## src/logic/lpsc_pkg.sv

```systemverilog
package lpsc_pkg;
	// ------------------------------------------------------------
	// Register map
	// ------------------------------------------------------------
	localparam logic [7:0] LPSC_OFS_WAKE_LEVEL = 8'h00;
	localparam logic [7:0] LPSC_OFS_WAKE_EN    = 8'h04;
	localparam logic [7:0] LPSC_OFS_XTAL       = 8'h08;
	localparam logic [7:0] LPSC_OFS_DIR        = 8'h0C;
	localparam logic [7:0] LPSC_OFS_OUTVAL     = 8'h10;
	localparam logic [7:0] LPSC_OFS_DRIVE      = 8'h14;
	localparam logic [7:0] LPSC_OFS_PULL       = 8'h18;
	localparam logic [7:0] LPSC_OFS_MODE       = 8'h1C;
	localparam int         LPSC_ADDR_W         = 8;
	// ------------------------------------------------------------
	// Field widths, reset values and bus encodings
	// ------------------------------------------------------------
	localparam int         LPSC_WAKE_W         = 5;
	localparam int         LPSC_PAD_W          = 3;
	localparam logic [4:0] LPSC_WAKE_EN_RST    = 5'h07;
	localparam logic [4:0] LPSC_WAKE_LEVEL_RST = 5'h00;
	localparam logic       LPSC_XTAL_RST       = 1'h0;
	localparam logic [2:0] LPSC_DIR_RST        = 3'h7;
	localparam logic [2:0] LPSC_OUTVAL_RST     = 3'h0;
	localparam logic [2:0] LPSC_DRIVE_RST      = 3'h0;
	localparam logic [2:0] LPSC_PULL_RST       = 3'h0;
	localparam logic [1:0] LPSC_HTRANS_NONSEQ  = 2'h2;
	localparam logic [2:0] LPSC_HSIZE_WORD     = 3'h2;
	// ------------------------------------------------------------
	// Power modes
	// ------------------------------------------------------------
	typedef enum logic [1:0] {
		LPSC_MODE_ACTIVE,
		LPSC_MODE_SLEEP,
		LPSC_MODE_STANDBY
	} lpsc_mode_type;
endpackage

```

## src/logic/lpsc_pad_if.sv

```systemverilog
`timescale 1ns/1ns
interface lpsc_pad_if;
	logic low_power;
	logic wake_en;
	logic dir_in;
	logic out_val;
	logic drive;
	logic pull;
	logic gpio_oe;
	logic gpio_out;
	logic gpio_drive;
	logic gpio_pull;
	logic pad_oe;
	logic pad_out;
	logic pad_drive;
	logic pad_pull;
	modport ctrl (output low_power, wake_en, dir_in, out_val, drive, pull,
		gpio_oe, gpio_out, gpio_drive, gpio_pull,
		input pad_oe, pad_out, pad_drive, pad_pull);
	modport pad (input low_power, wake_en, dir_in, out_val, drive, pull,
		gpio_oe, gpio_out, gpio_drive, gpio_pull,
		output pad_oe, pad_out, pad_drive, pad_pull);
endinterface

```

## src/logic/lpsc_pad_mux.sv

```systemverilog
`timescale 1ns/1ns
module lpsc_pad_mux (
	lpsc_pad_if.pad p
);
	// ------------------------------------------------------------
	// Pad control select
	// ------------------------------------------------------------
	wire lp_out_sel;
	// Wake pads keep input so the wake level is never fought
	assign lp_out_sel  = ~p.dir_in & ~p.wake_en;
	assign p.pad_oe    = p.low_power ? lp_out_sel : p.gpio_oe;
	assign p.pad_out   = p.low_power ? p.out_val : p.gpio_out;
	assign p.pad_drive = p.low_power ? p.drive : p.gpio_drive;
	assign p.pad_pull  = p.low_power ? p.pull : p.gpio_pull;
endmodule

```

## src/logic/lpsc_regs.sv

```systemverilog
`timescale 1ns/1ns
module lpsc_regs
	import lpsc_pkg::*;
(
	input  wire logic        clk_in,
	input  wire logic        reset_in,
	input  wire logic        hsel_in,
	input  wire logic [31:0] haddr_in,
	input  wire logic [1:0]  htrans_in,
	input  wire logic        hwrite_in,
	input  wire logic [2:0]  hsize_in,
	input  wire logic [31:0] hwdata_in,
	input  wire logic        hready_in,
	output logic      [31:0] hrdata_out,
	output logic             hreadyout_out,
	output logic             hresp_out,
	input  wire logic [4:0]  wake_pad_level_in,
	input  wire logic [2:0]  gpio_oe_in,
	input  wire logic [2:0]  gpio_out_in,
	input  wire logic [2:0]  gpio_drive_in,
	input  wire logic [2:0]  gpio_pull_in,
	output logic             wake_request_out,
	output logic             crystal_freq_bit_out,
	output logic      [2:0]  pad_oe_out,
	output logic      [2:0]  pad_out_out,
	output logic      [2:0]  pad_drive_out,
	output logic      [2:0]  pad_pull_out
);
	// ------------------------------------------------------------
	// Registers
	// ------------------------------------------------------------
	logic [4:0]         wake_level_reg_r;
	logic [4:0]         wake_enable_mask_r;
	logic               crystal_freq_bit_r;
	logic [2:0]         lowpower_direction_r;
	logic [2:0]         lowpower_output_value_r;
	logic [2:0]         lowpower_drive_strength_r;
	logic [2:0]         lowpower_pull_enable_r;
	lpsc_mode_type      mode_r;
	logic               wr_pend_r;
	logic [7:0]         wr_addr_r;
	logic [31:0]        rdata_nxt;
	// ------------------------------------------------------------
	// AHB-Lite address phase decode
	// ------------------------------------------------------------
	wire                addr_phase;
	wire                low_power;
	wire [7:0]          addr_lo;
	wire                hit_lvl;
	wire                hit_en;
	wire                hit_xt;
	wire                hit_dir;
	wire                hit_out;
	wire                hit_drv;
	wire                hit_pul;
	wire                hit_mode;
	wire [31:0]         mode_word;
	assign addr_phase = hsel_in & hready_in & htrans_in[1];
	assign addr_lo    = haddr_in[LPSC_ADDR_W-1:0];
	assign low_power  = (mode_r != LPSC_MODE_ACTIVE);
	assign hit_lvl    = (wr_addr_r == LPSC_OFS_WAKE_LEVEL);
	assign hit_en     = (wr_addr_r == LPSC_OFS_WAKE_EN);
	assign hit_xt     = (wr_addr_r == LPSC_OFS_XTAL);
	assign hit_dir    = (wr_addr_r == LPSC_OFS_DIR);
	assign hit_out    = (wr_addr_r == LPSC_OFS_OUTVAL);
	assign hit_drv    = (wr_addr_r == LPSC_OFS_DRIVE);
	assign hit_pul    = (wr_addr_r == LPSC_OFS_PULL);
	assign hit_mode   = (wr_addr_r == LPSC_OFS_MODE);
	assign mode_word  = {30'h0, mode_r};
	// Reads decode the address phase so data stands at the next edge
	always_comb begin
		rdata_nxt = 32'h0;
		case (addr_lo)
			LPSC_OFS_WAKE_LEVEL: rdata_nxt = {27'h0, wake_level_reg_r};
			LPSC_OFS_WAKE_EN:    rdata_nxt = {27'h0, wake_enable_mask_r};
			LPSC_OFS_XTAL:       rdata_nxt = {31'h0, crystal_freq_bit_r};
			LPSC_OFS_DIR:        rdata_nxt = {29'h0, lowpower_direction_r};
			LPSC_OFS_OUTVAL:     rdata_nxt = {29'h0, lowpower_output_value_r};
			LPSC_OFS_DRIVE:      rdata_nxt = {29'h0, lowpower_drive_strength_r};
			LPSC_OFS_PULL:       rdata_nxt = {29'h0, lowpower_pull_enable_r};
			LPSC_OFS_MODE:       rdata_nxt = mode_word;
			default:             rdata_nxt = 32'h0;
		endcase
	end
	// ------------------------------------------------------------
	// Bus pipeline
	// ------------------------------------------------------------
	always_ff @(posedge clk_in) begin
		if (reset_in) begin
			wr_pend_r     <= 1'b0;
			wr_addr_r     <= 8'h00;
			hrdata_out    <= 32'h0;
			hreadyout_out <= 1'b1;
			hresp_out     <= 1'b0;
		end else begin
			wr_pend_r     <= addr_phase & hwrite_in;
			wr_addr_r     <= addr_lo;
			hreadyout_out <= 1'b1;
			hresp_out     <= 1'b0;
			if (addr_phase & ~hwrite_in) begin
				hrdata_out <= rdata_nxt;
			end
		end
	end
	// ------------------------------------------------------------
	// Register writes
	// ------------------------------------------------------------
	// Reserved bits are simply not stored; writers keep them at reset value
	always_ff @(posedge clk_in) begin
		if (reset_in) begin
			wake_level_reg_r          <= LPSC_WAKE_LEVEL_RST;
			wake_enable_mask_r        <= LPSC_WAKE_EN_RST;
			crystal_freq_bit_r        <= LPSC_XTAL_RST;
			lowpower_direction_r      <= LPSC_DIR_RST;
			lowpower_output_value_r   <= LPSC_OUTVAL_RST;
			lowpower_drive_strength_r <= LPSC_DRIVE_RST;
			lowpower_pull_enable_r    <= LPSC_PULL_RST;
		end else if (wr_pend_r) begin
			if (hit_lvl) wake_level_reg_r <= hwdata_in[LPSC_WAKE_W-1:0];
			if (hit_en) wake_enable_mask_r <= hwdata_in[LPSC_WAKE_W-1:0];
			if (hit_xt) crystal_freq_bit_r <= hwdata_in[0];
			if (hit_dir) lowpower_direction_r <= hwdata_in[LPSC_PAD_W-1:0];
			if (hit_out) lowpower_output_value_r <= hwdata_in[LPSC_PAD_W-1:0];
			if (hit_drv) lowpower_drive_strength_r <= hwdata_in[LPSC_PAD_W-1:0];
			if (hit_pul) lowpower_pull_enable_r <= hwdata_in[LPSC_PAD_W-1:0];
		end
	end
	// ------------------------------------------------------------
	// Power mode and wake
	// ------------------------------------------------------------
	wire [4:0] wake_match;
	wire       wake_hit;
	assign wake_match = ~(wake_pad_level_in ^ wake_level_reg_r) & wake_enable_mask_r;
	assign wake_hit   = |wake_match;
	// A matching pad returns the block to active; software enters low power
	always_ff @(posedge clk_in) begin
		if (reset_in) begin
			mode_r           <= LPSC_MODE_ACTIVE;
			wake_request_out <= 1'b0;
		end else begin
			wake_request_out <= low_power & wake_hit;
			if (low_power & wake_hit) begin
				mode_r <= LPSC_MODE_ACTIVE;
			end else if (wr_pend_r & hit_mode) begin
				case (hwdata_in[1:0])
					2'h1:    mode_r <= LPSC_MODE_SLEEP;
					2'h2:    mode_r <= LPSC_MODE_STANDBY;
					default: mode_r <= LPSC_MODE_ACTIVE;
				endcase
			end
		end
	end
	// ------------------------------------------------------------
	// Pads
	// ------------------------------------------------------------
	logic [2:0] oe_c;
	logic [2:0] out_c;
	logic [2:0] drv_c;
	logic [2:0] pul_c;
	genvar g;
	generate
		for (g = 0; g < LPSC_PAD_W; g++) begin : gen_pad
			lpsc_pad_if pif ();
			assign pif.low_power  = low_power;
			assign pif.wake_en    = wake_enable_mask_r[g];
			assign pif.dir_in     = lowpower_direction_r[g];
			assign pif.out_val    = lowpower_output_value_r[g];
			assign pif.drive      = lowpower_drive_strength_r[g];
			assign pif.pull       = lowpower_pull_enable_r[g];
			assign pif.gpio_oe    = gpio_oe_in[g];
			assign pif.gpio_out   = gpio_out_in[g];
			assign pif.gpio_drive = gpio_drive_in[g];
			assign pif.gpio_pull  = gpio_pull_in[g];
			lpsc_pad_mux u_mux (
				.p (pif.pad)
			);
			assign oe_c[g]  = pif.pad_oe;
			assign out_c[g] = pif.pad_out;
			assign drv_c[g] = pif.pad_drive;
			assign pul_c[g] = pif.pad_pull;
		end
	endgenerate
	// Registered so pads see no decode glitches
	always_ff @(posedge clk_in) begin
		if (reset_in) begin
			pad_oe_out    <= 3'h0;
			pad_out_out   <= 3'h0;
			pad_drive_out <= 3'h0;
			pad_pull_out  <= 3'h0;
		end else begin
			pad_oe_out    <= oe_c;
			pad_out_out   <= out_c;
			pad_drive_out <= drv_c;
			pad_pull_out  <= pul_c;
		end
	end
	assign crystal_freq_bit_out = crystal_freq_bit_r;
	// ------------------------------------------------------------
	// Checks
	// ------------------------------------------------------------
	AST_WAKE_EN_RST: assert property (@(posedge clk_in) $past(reset_in) |-> wake_enable_mask_r == LPSC_WAKE_EN_RST) else $error("wake mask reset");
	AST_XTAL_WR: assert property (@(posedge clk_in) disable iff (reset_in) wr_pend_r && hit_xt |=> crystal_freq_bit_r == $past(hwdata_in[0])) else $error("crystal bit write");
	AST_DIR_RST: assert property (@(posedge clk_in) $past(reset_in) |-> lowpower_direction_r == LPSC_DIR_RST) else $error("direction reset");
	AST_OUT_DRIVE: assert property (@(posedge clk_in) disable iff (reset_in) low_power && !lowpower_direction_r[1] && !wake_enable_mask_r[1] |=> pad_oe_out[1] && pad_out_out[1] == $past(lowpower_output_value_r[1])) else $error("pad out drive");
	AST_OUT_READ: assert property (@(posedge clk_in) disable iff (reset_in) addr_phase && !hwrite_in && addr_lo == LPSC_OFS_OUTVAL |=> hrdata_out == {29'h0, $past(lowpower_output_value_r)}) else $error("output readback");
	AST_DRIVE: assert property (@(posedge clk_in) disable iff (reset_in) low_power |=> pad_drive_out == $past(lowpower_drive_strength_r)) else $error("drive strength");
	AST_PULL: assert property (@(posedge clk_in) disable iff (reset_in) low_power |=> pad_pull_out == $past(lowpower_pull_enable_r)) else $error("pull enable");
	AST_MAP: assert property (@(posedge clk_in) disable iff (reset_in) wr_pend_r && wr_addr_r == LPSC_OFS_PULL |=> lowpower_pull_enable_r == $past(hwdata_in[2:0])) else $error("pull offset");
	AST_WAKE: assert property (@(posedge clk_in) disable iff (reset_in) low_power && wake_hit |=> wake_request_out && mode_r == LPSC_MODE_ACTIVE) else $error("wake request");
	AST_WAKE_DIR: assert property (@(posedge clk_in) disable iff (reset_in) low_power && wake_enable_mask_r[0] |=> !pad_oe_out[0]) else $error("wake pad output");
	AST_ACTIVE: assert property (@(posedge clk_in) disable iff (reset_in) !low_power |=> pad_oe_out == $past(gpio_oe_in)) else $error("gpio passthrough");
endmodule

```

## config.mk

```make
export PLATFORM = sky130hd
export DESIGN_NAME = lpsc_regs
export DESIGN_NICKNAME = d
export VERILOG_FILES = /design/src/logic/lpsc_pkg.sv /design/src/logic/lpsc_pad_if.sv /design/src/logic/lpsc_pad_mux.sv /design/src/logic/lpsc_regs.sv
export SDC_FILE = /design/constraint.sdc
export NUM_CORES = 1
export LEC_CHECK = 0
export ABC_CLOCK_PERIOD_IN_PS = 2900
export BUFFER_PORTS_ARGS = -buffer_cell sky130_fd_sc_hd__buf_2
export CORE_ASPECT_RATIO = 1.1
export CORE_MARGIN = 2
export CORE_UTILIZATION = 48
export DETAILED_ROUTE_END_ITERATION = 12
export GPL_TIMING_DRIVEN = 0
export HOLD_SLACK_MARGIN = 0.1
export PLACE_DENSITY = 0.86
export SLEW_MARGIN = 5
export SYNTH_ARGS = -nofsm -noshare
export SYNTH_HDL_FRONTEND = slang
export SYNTH_HIERARCHICAL = 1
export SYNTH_SLANG_ARGS = --single-unit
```

## constraint.sdc

```tcl
create_clock -name clk_in -period 2.9 [get_ports clk_in]
set_input_delay 0.145 -clock clk_in [delete_from_list [all_inputs] [get_ports clk_in]]
set_output_delay 0.145 -clock clk_in [all_outputs]
set_load 0.01 [all_outputs]
```

# Word-level counts from Yosys, hierarchy flattened
# Index checks and enable logic that the tools add are counted.
# word_totals
register_bits	79
input_bits	91
wordCells	77
# op_classes
n_eq_ne	16
mux	14
bitwise_logic	19
n_reduce_logical	12
# ops
cell	n
$eq 8x5->1 const B	8
$pmux 5 s8	1
$eq 8x4->1 const B	4
$eq 8x3->1 const B	2
$logic_not 8->1	2
$reduce_and 2->1	7
$mux 1	12
$and 1x1->1	9
$not 1->1	7
$and 5x5->5	1
$not 5->5	1
$reduce_or 5->1	1
$xor 5x5->5	1
$pmux 2 s2	1
$eq 2x1->1 const B	1
$eq 2x2->1 const B	1
$reduce_bool 2->1	1
$reduce_or 2->1	1

# Longest topological paths before layout
# depth
word_depth	6
ltp_mapped	5
ltp_nobuf	4

# By module
# Netlist, hierarchy kept.
# modules_own_cells
module	n_inst	cells_per_inst	area_per_inst_um2
lpsc_regs	1	226	2329.7
lpsc_pad_mux	3	5	48.8

# Worst setup path before layout
# OpenSTA, ideal clock, no wires.
# synth_timing
path_kind	flip-flop to flip-flop
from	reg wr_addr_r[0]
to	reg mode_r[1]
setup_time_ps	80
arrival_time_ps	1459
required_time_ps	2820
path_slack_ps	1362
stages_incl_launch_ff	5
n_path_buf	0
synth_period_minus_slack_ps	1538
path_cell_list	dfxtp_1 -> nor4b_4 -> nand4b_2 -> or3b_1 -> a211oi_2
# synth_via
elab_chain_cells	2
# synth_lines
item	line_no	text
start: declaration	lpsc_regs.sv:41	logic [7:0] wr_addr_r;
start signal: assignment	lpsc_regs.sv:97	wr_addr_r <= addr_lo;
$eq 8x5->1	lpsc_regs.sv:68	assign hit_mode = (wr_addr_r == LPSC_OFS_MODE);
$and 1x1->1	lpsc_regs.sv:144	end else if (wr_pend_r & hit_mode) begin
end signal: assignment	lpsc_regs.sv:143	mode_r <= LPSC_MODE_ACTIVE;
end signal: assignment	lpsc_regs.sv:146	2'h1: mode_r <= LPSC_MODE_SLEEP;
end signal: assignment	lpsc_regs.sv:147	2'h2: mode_r <= LPSC_MODE_STANDBY;
end: declaration	lpsc_regs.sv:39	lpsc_mode_type mode_r;
# No other way between the ends.
# A chain may end at the register's enable or synchronous reset.

# Worst setup path in the final report
# layout_timing
from	reg wr_addr_r[0]
to	reg wake_level_reg_r[0]
# layout_via
elab_chain_cells	2
# layout_lines
item	line_no	text
$logic_not 8->1	lpsc_regs.sv:61	assign hit_lvl = (wr_addr_r == LPSC_OFS_WAKE_LEVEL);
$reduce_and 2->1 (no source line)	--	
end signal: assignment	lpsc_regs.sv:119	if (hit_lvl) wake_level_reg_r <= hwdata_in[LPSC_WAKE_W-1:0];
end: declaration	lpsc_regs.sv:32	logic [4:0] wake_level_reg_r;
# No other way between the ends.

==> impl_metrics.json <==
{
  "status": "finished, final reports clean",
  "wl_per_cell_um": 13.7,
  "final_nets": 427,
  "relSlewSlack": 0.622,
  "syn_area_um2": 2480,
  "grt_pass1_wl_mm": 8.40,
  "layout-drive-gt1-share": 0.350,
  "ir_drop_uv": 251,
  "fin_worst_skew_ps": 8.06,
  "max_stage_delay_ps": 480,
  "htreeDepth": 2,
  "leakage_nw": 1.45,
  "p_sw_w": 0.000323,
  "row_count": 27,
  "fmax_mhz": 578,
  "antenna_found_initial": 0,
  "p_int_w": 0.00107,
  "regArea_um2": 1040,
  "synthFlopType": "dfxtp_1",
  "cts_setup_buffers": 0,
  "synthTopCellsByCount": "52 x dfxtp_1, 33 x nor2_1, 29 x buf_4",
  "core_um2": 5000,
  "yosys-top-cells-area": "dfxtp_1 42%, mux2i_1 9.7%, buf_4 8.8%",
  "drc": 0,
  "path_class": "register to register",
  "initial_core_util": 0.495,
  "overflow": 0,
  "finalCriticalPeriod_ps": 1730,
  "routed_wl_mm": 5.39,
  "clk_pin_slew_ps": 90,
  "rsz0062_at_grt": "no",
  "syn2layout_area_growth_pct": 25.5,
  "first_iter_violations": 106,
  "die_h_um": 79.3,
  "multiInputGateArea_um2": 1270,
  "fillers": 428,
  "yosys_warnings": 6,
  "cts-resized-gates": 0,
  "numPortBuffers": 52,
  "synth_top_area_frac": 0.420,
  "yosysUniqueCellTypes": 36,
  "top_layer": "met4",
  "r2r_start": "wr_addr_r[0]",
  "netSwitchingFraction": 0.232,
  "hp-class": "primary input to register",
  "min_path_cells": 2,
  "start_kind": "register",
  "critPathSlowestCell": "nor4b_4",
  "dieArea_um2": 5750,
  "met2WireLength_mm": 2.62,
  "die_x_um": 72.5,
  "synthArstFlopShare": 0,
  "cp_max_fo": 8,
  "fin_tns_setup_ps": 0,
  "yosysTopAreaCell": "dfxtp_1",
  "num_io_pins": 139,
  "grtUsageTotal": 0.191,
  "cts-root-buf": "clkbuf_8",
  "wl_met1_mm": 2.34,
  "cp_data_arrival_time_ps": 1910,
  "r2r_cells": 5,
  "post-dp-hpwl_mm": 4.03,
  "synth-edff-count": 0,
  "grt_pass1_vias": 1776,
  "cts_hold_buf": 9,
  "clock_latency_ps": 310,
  "timing.final.max_slew_violations": 0,
  "vias_per_cell": 4.87,
  "wl_met3_um": 306,
  "synth_most_common_cell": "dfxtp_1",
  "cts_made_buffers": 5,
  "place_congestion": 0.849,
  "power_frac_seq": 0.529,
  "endpoint": "wake_level_reg_r[0]",
  "dr.pass1.iters": 4,
  "dp_slack_ps": 1070,
  "pwr-share-comb": 0.119,
  "cp.required_ps": 3080,
  "max_cap_viol_count": 0,
  "power.density_nw_per_um2": 449,
  "synth-seq-cells": 52,
  "num_vias": 1924,
  "endpoint_kind": "register",
  "tightestPinTransition_ps": 562,
  "clkSinkCount": 52,
  "setup_slack_ps": 1170,
  "syn_inst": 241,
  "syn_avg_cell_area_um2": 10.3,
  "r2r_slack_ps": 1170,
  "hold_viol": 0,
  "crit_path_start": "wr_addr_r[0]",
  "setup_viol_count_final": 0,
  "clk_path_buf_depth": 2,
  "grt_max_degree": 16,
  "crit_chain": "nor4b_4, and4bb_2, buf_2, mux2i_1, nor2_1",
  "timing.final.crit_share": 0.597,
  "pwr-share-clk": 0.352,
  "yosysSeqAreaShare": 0.420,
  "ant_nets": 0,
  "holdWs_ps": 124,
  "r2r-end": "wake_level_reg_r[0]",
  "cts_tree": "done",
  "antennaDiodeCount": 0
}
critical path, delay by kind of cell (launching register included):
family / cells / cell delay, ps
and+or+nand+nor: 3 / 830
muxes: 1 / 230
DFF: 1 / 340
buffers and inverters: 1 / 210
worst min path at each step:
stage / from / endpoint / slack [ps]
after CTS: hwrite_in / wr_pend_r / 100
final: hwrite_in / wr_pend_r / 120
after detailed placement: haddr_in[7] / wr_addr_r[7] / 380
after global placement: haddr_in[0] / wr_addr_r[0] / 370
after global routing: hwrite_in / wr_pend_r / 120
after floorplan: haddr_in[0] / wr_addr_r[0] / 270
cells by family after synthesis:
family / count (synthesis) / synth area share
AO/OA/AOI/OAI: 14 / 0.0480
other: 2 / 0.00303
AND/OR/NAND/NOR: 84 / 0.203
XOR/XNOR: 5 / 0.0177
buffers and inverters: 40 / 0.106
multiplexers: 44 / 0.202
flip-flops: 52 / 0.420
metrics by stage:
stage          total power (W)  utilization  cell area, µm²  std cells
6_report               0.00140        0.622            3110        395
4_1_cts                0.00140        0.622            3110        395
3_5_place_dp          0.000910        0.582            2910        378
3_3_place_gp          0.000907        0.582            2910        378
5_1_grt                0.00144        0.622            3110        395
2_1_floorplan         0.000858            -            2580        268
layout make-up:
| cell class | instances | share of cell area |
|---|---|---|
| plain buffers | 40 | 0.0845 |
| well taps | 58 | 0.0233 |
| multi-input cells | 176 | 0.410 |
| flip-flops and latches | 52 | 0.335 |
| clock buffers | 6 | 0.0233 |
| clock inverters | 2 | 0.0113 |
| repair buffers | 61 | 0.113 |
power groups by stage:
stage               logic, W  registers [W]  clock network, W
floorplan           0.000100       0.000758                 0
global placement    0.000153       0.000754                 0
detailed placement  0.000155       0.000755                 0
CTS                 0.000165       0.000738          0.000495
global route        0.000181       0.000740          0.000520
finish              0.000166       0.000739          0.000491
placed cells by master (no fill, tap or decap), types with 2 or more instances in the layout:
cell type and n:
or2_2 2, dfxtp_1 52, mux2_2 17, xnor2_1 5, dlygate4sd3_1 9, nor4_1 2
clkbuf_1 9, and4bb_2 2, nand2_1 4, mux2i_1 24, mux4_2 3, nor2b_1 22
nor2_1 33, nand4b_1 4, nor3b_1 4, conb_1 29, a22o_1 2, buf_2 55
nand4bb_1 2, a22oi_1 4, clkbuf_8 5, buf_4 29, or3b_1 2
routing by layer:
metal  up-vias  GRT usage
li1        967          -
met1       874      0.238
met2        71      0.317
met3        12     0.0419
met4         0     0.0778
met5         -          0
state kept, by name (all words and copies together) (netlist names):
signal and count:
lowpower_output_value_r 3, wr_addr_r 8, wr_pend_r 1, lowpower_pull_enable_r 3
pad_out_out 3, pad_pull_out 3, lowpower_drive_strength_r 3, crystal_freq_bit_out 1
pad_drive_out 3, hrdata_out 5, wake_enable_mask_r 5, lowpower_direction_r 3
pad_oe_out 3, wake_request_out 1, mode_r 2, wake_level_reg_r 5
Power figures use the tool's default switching activity.
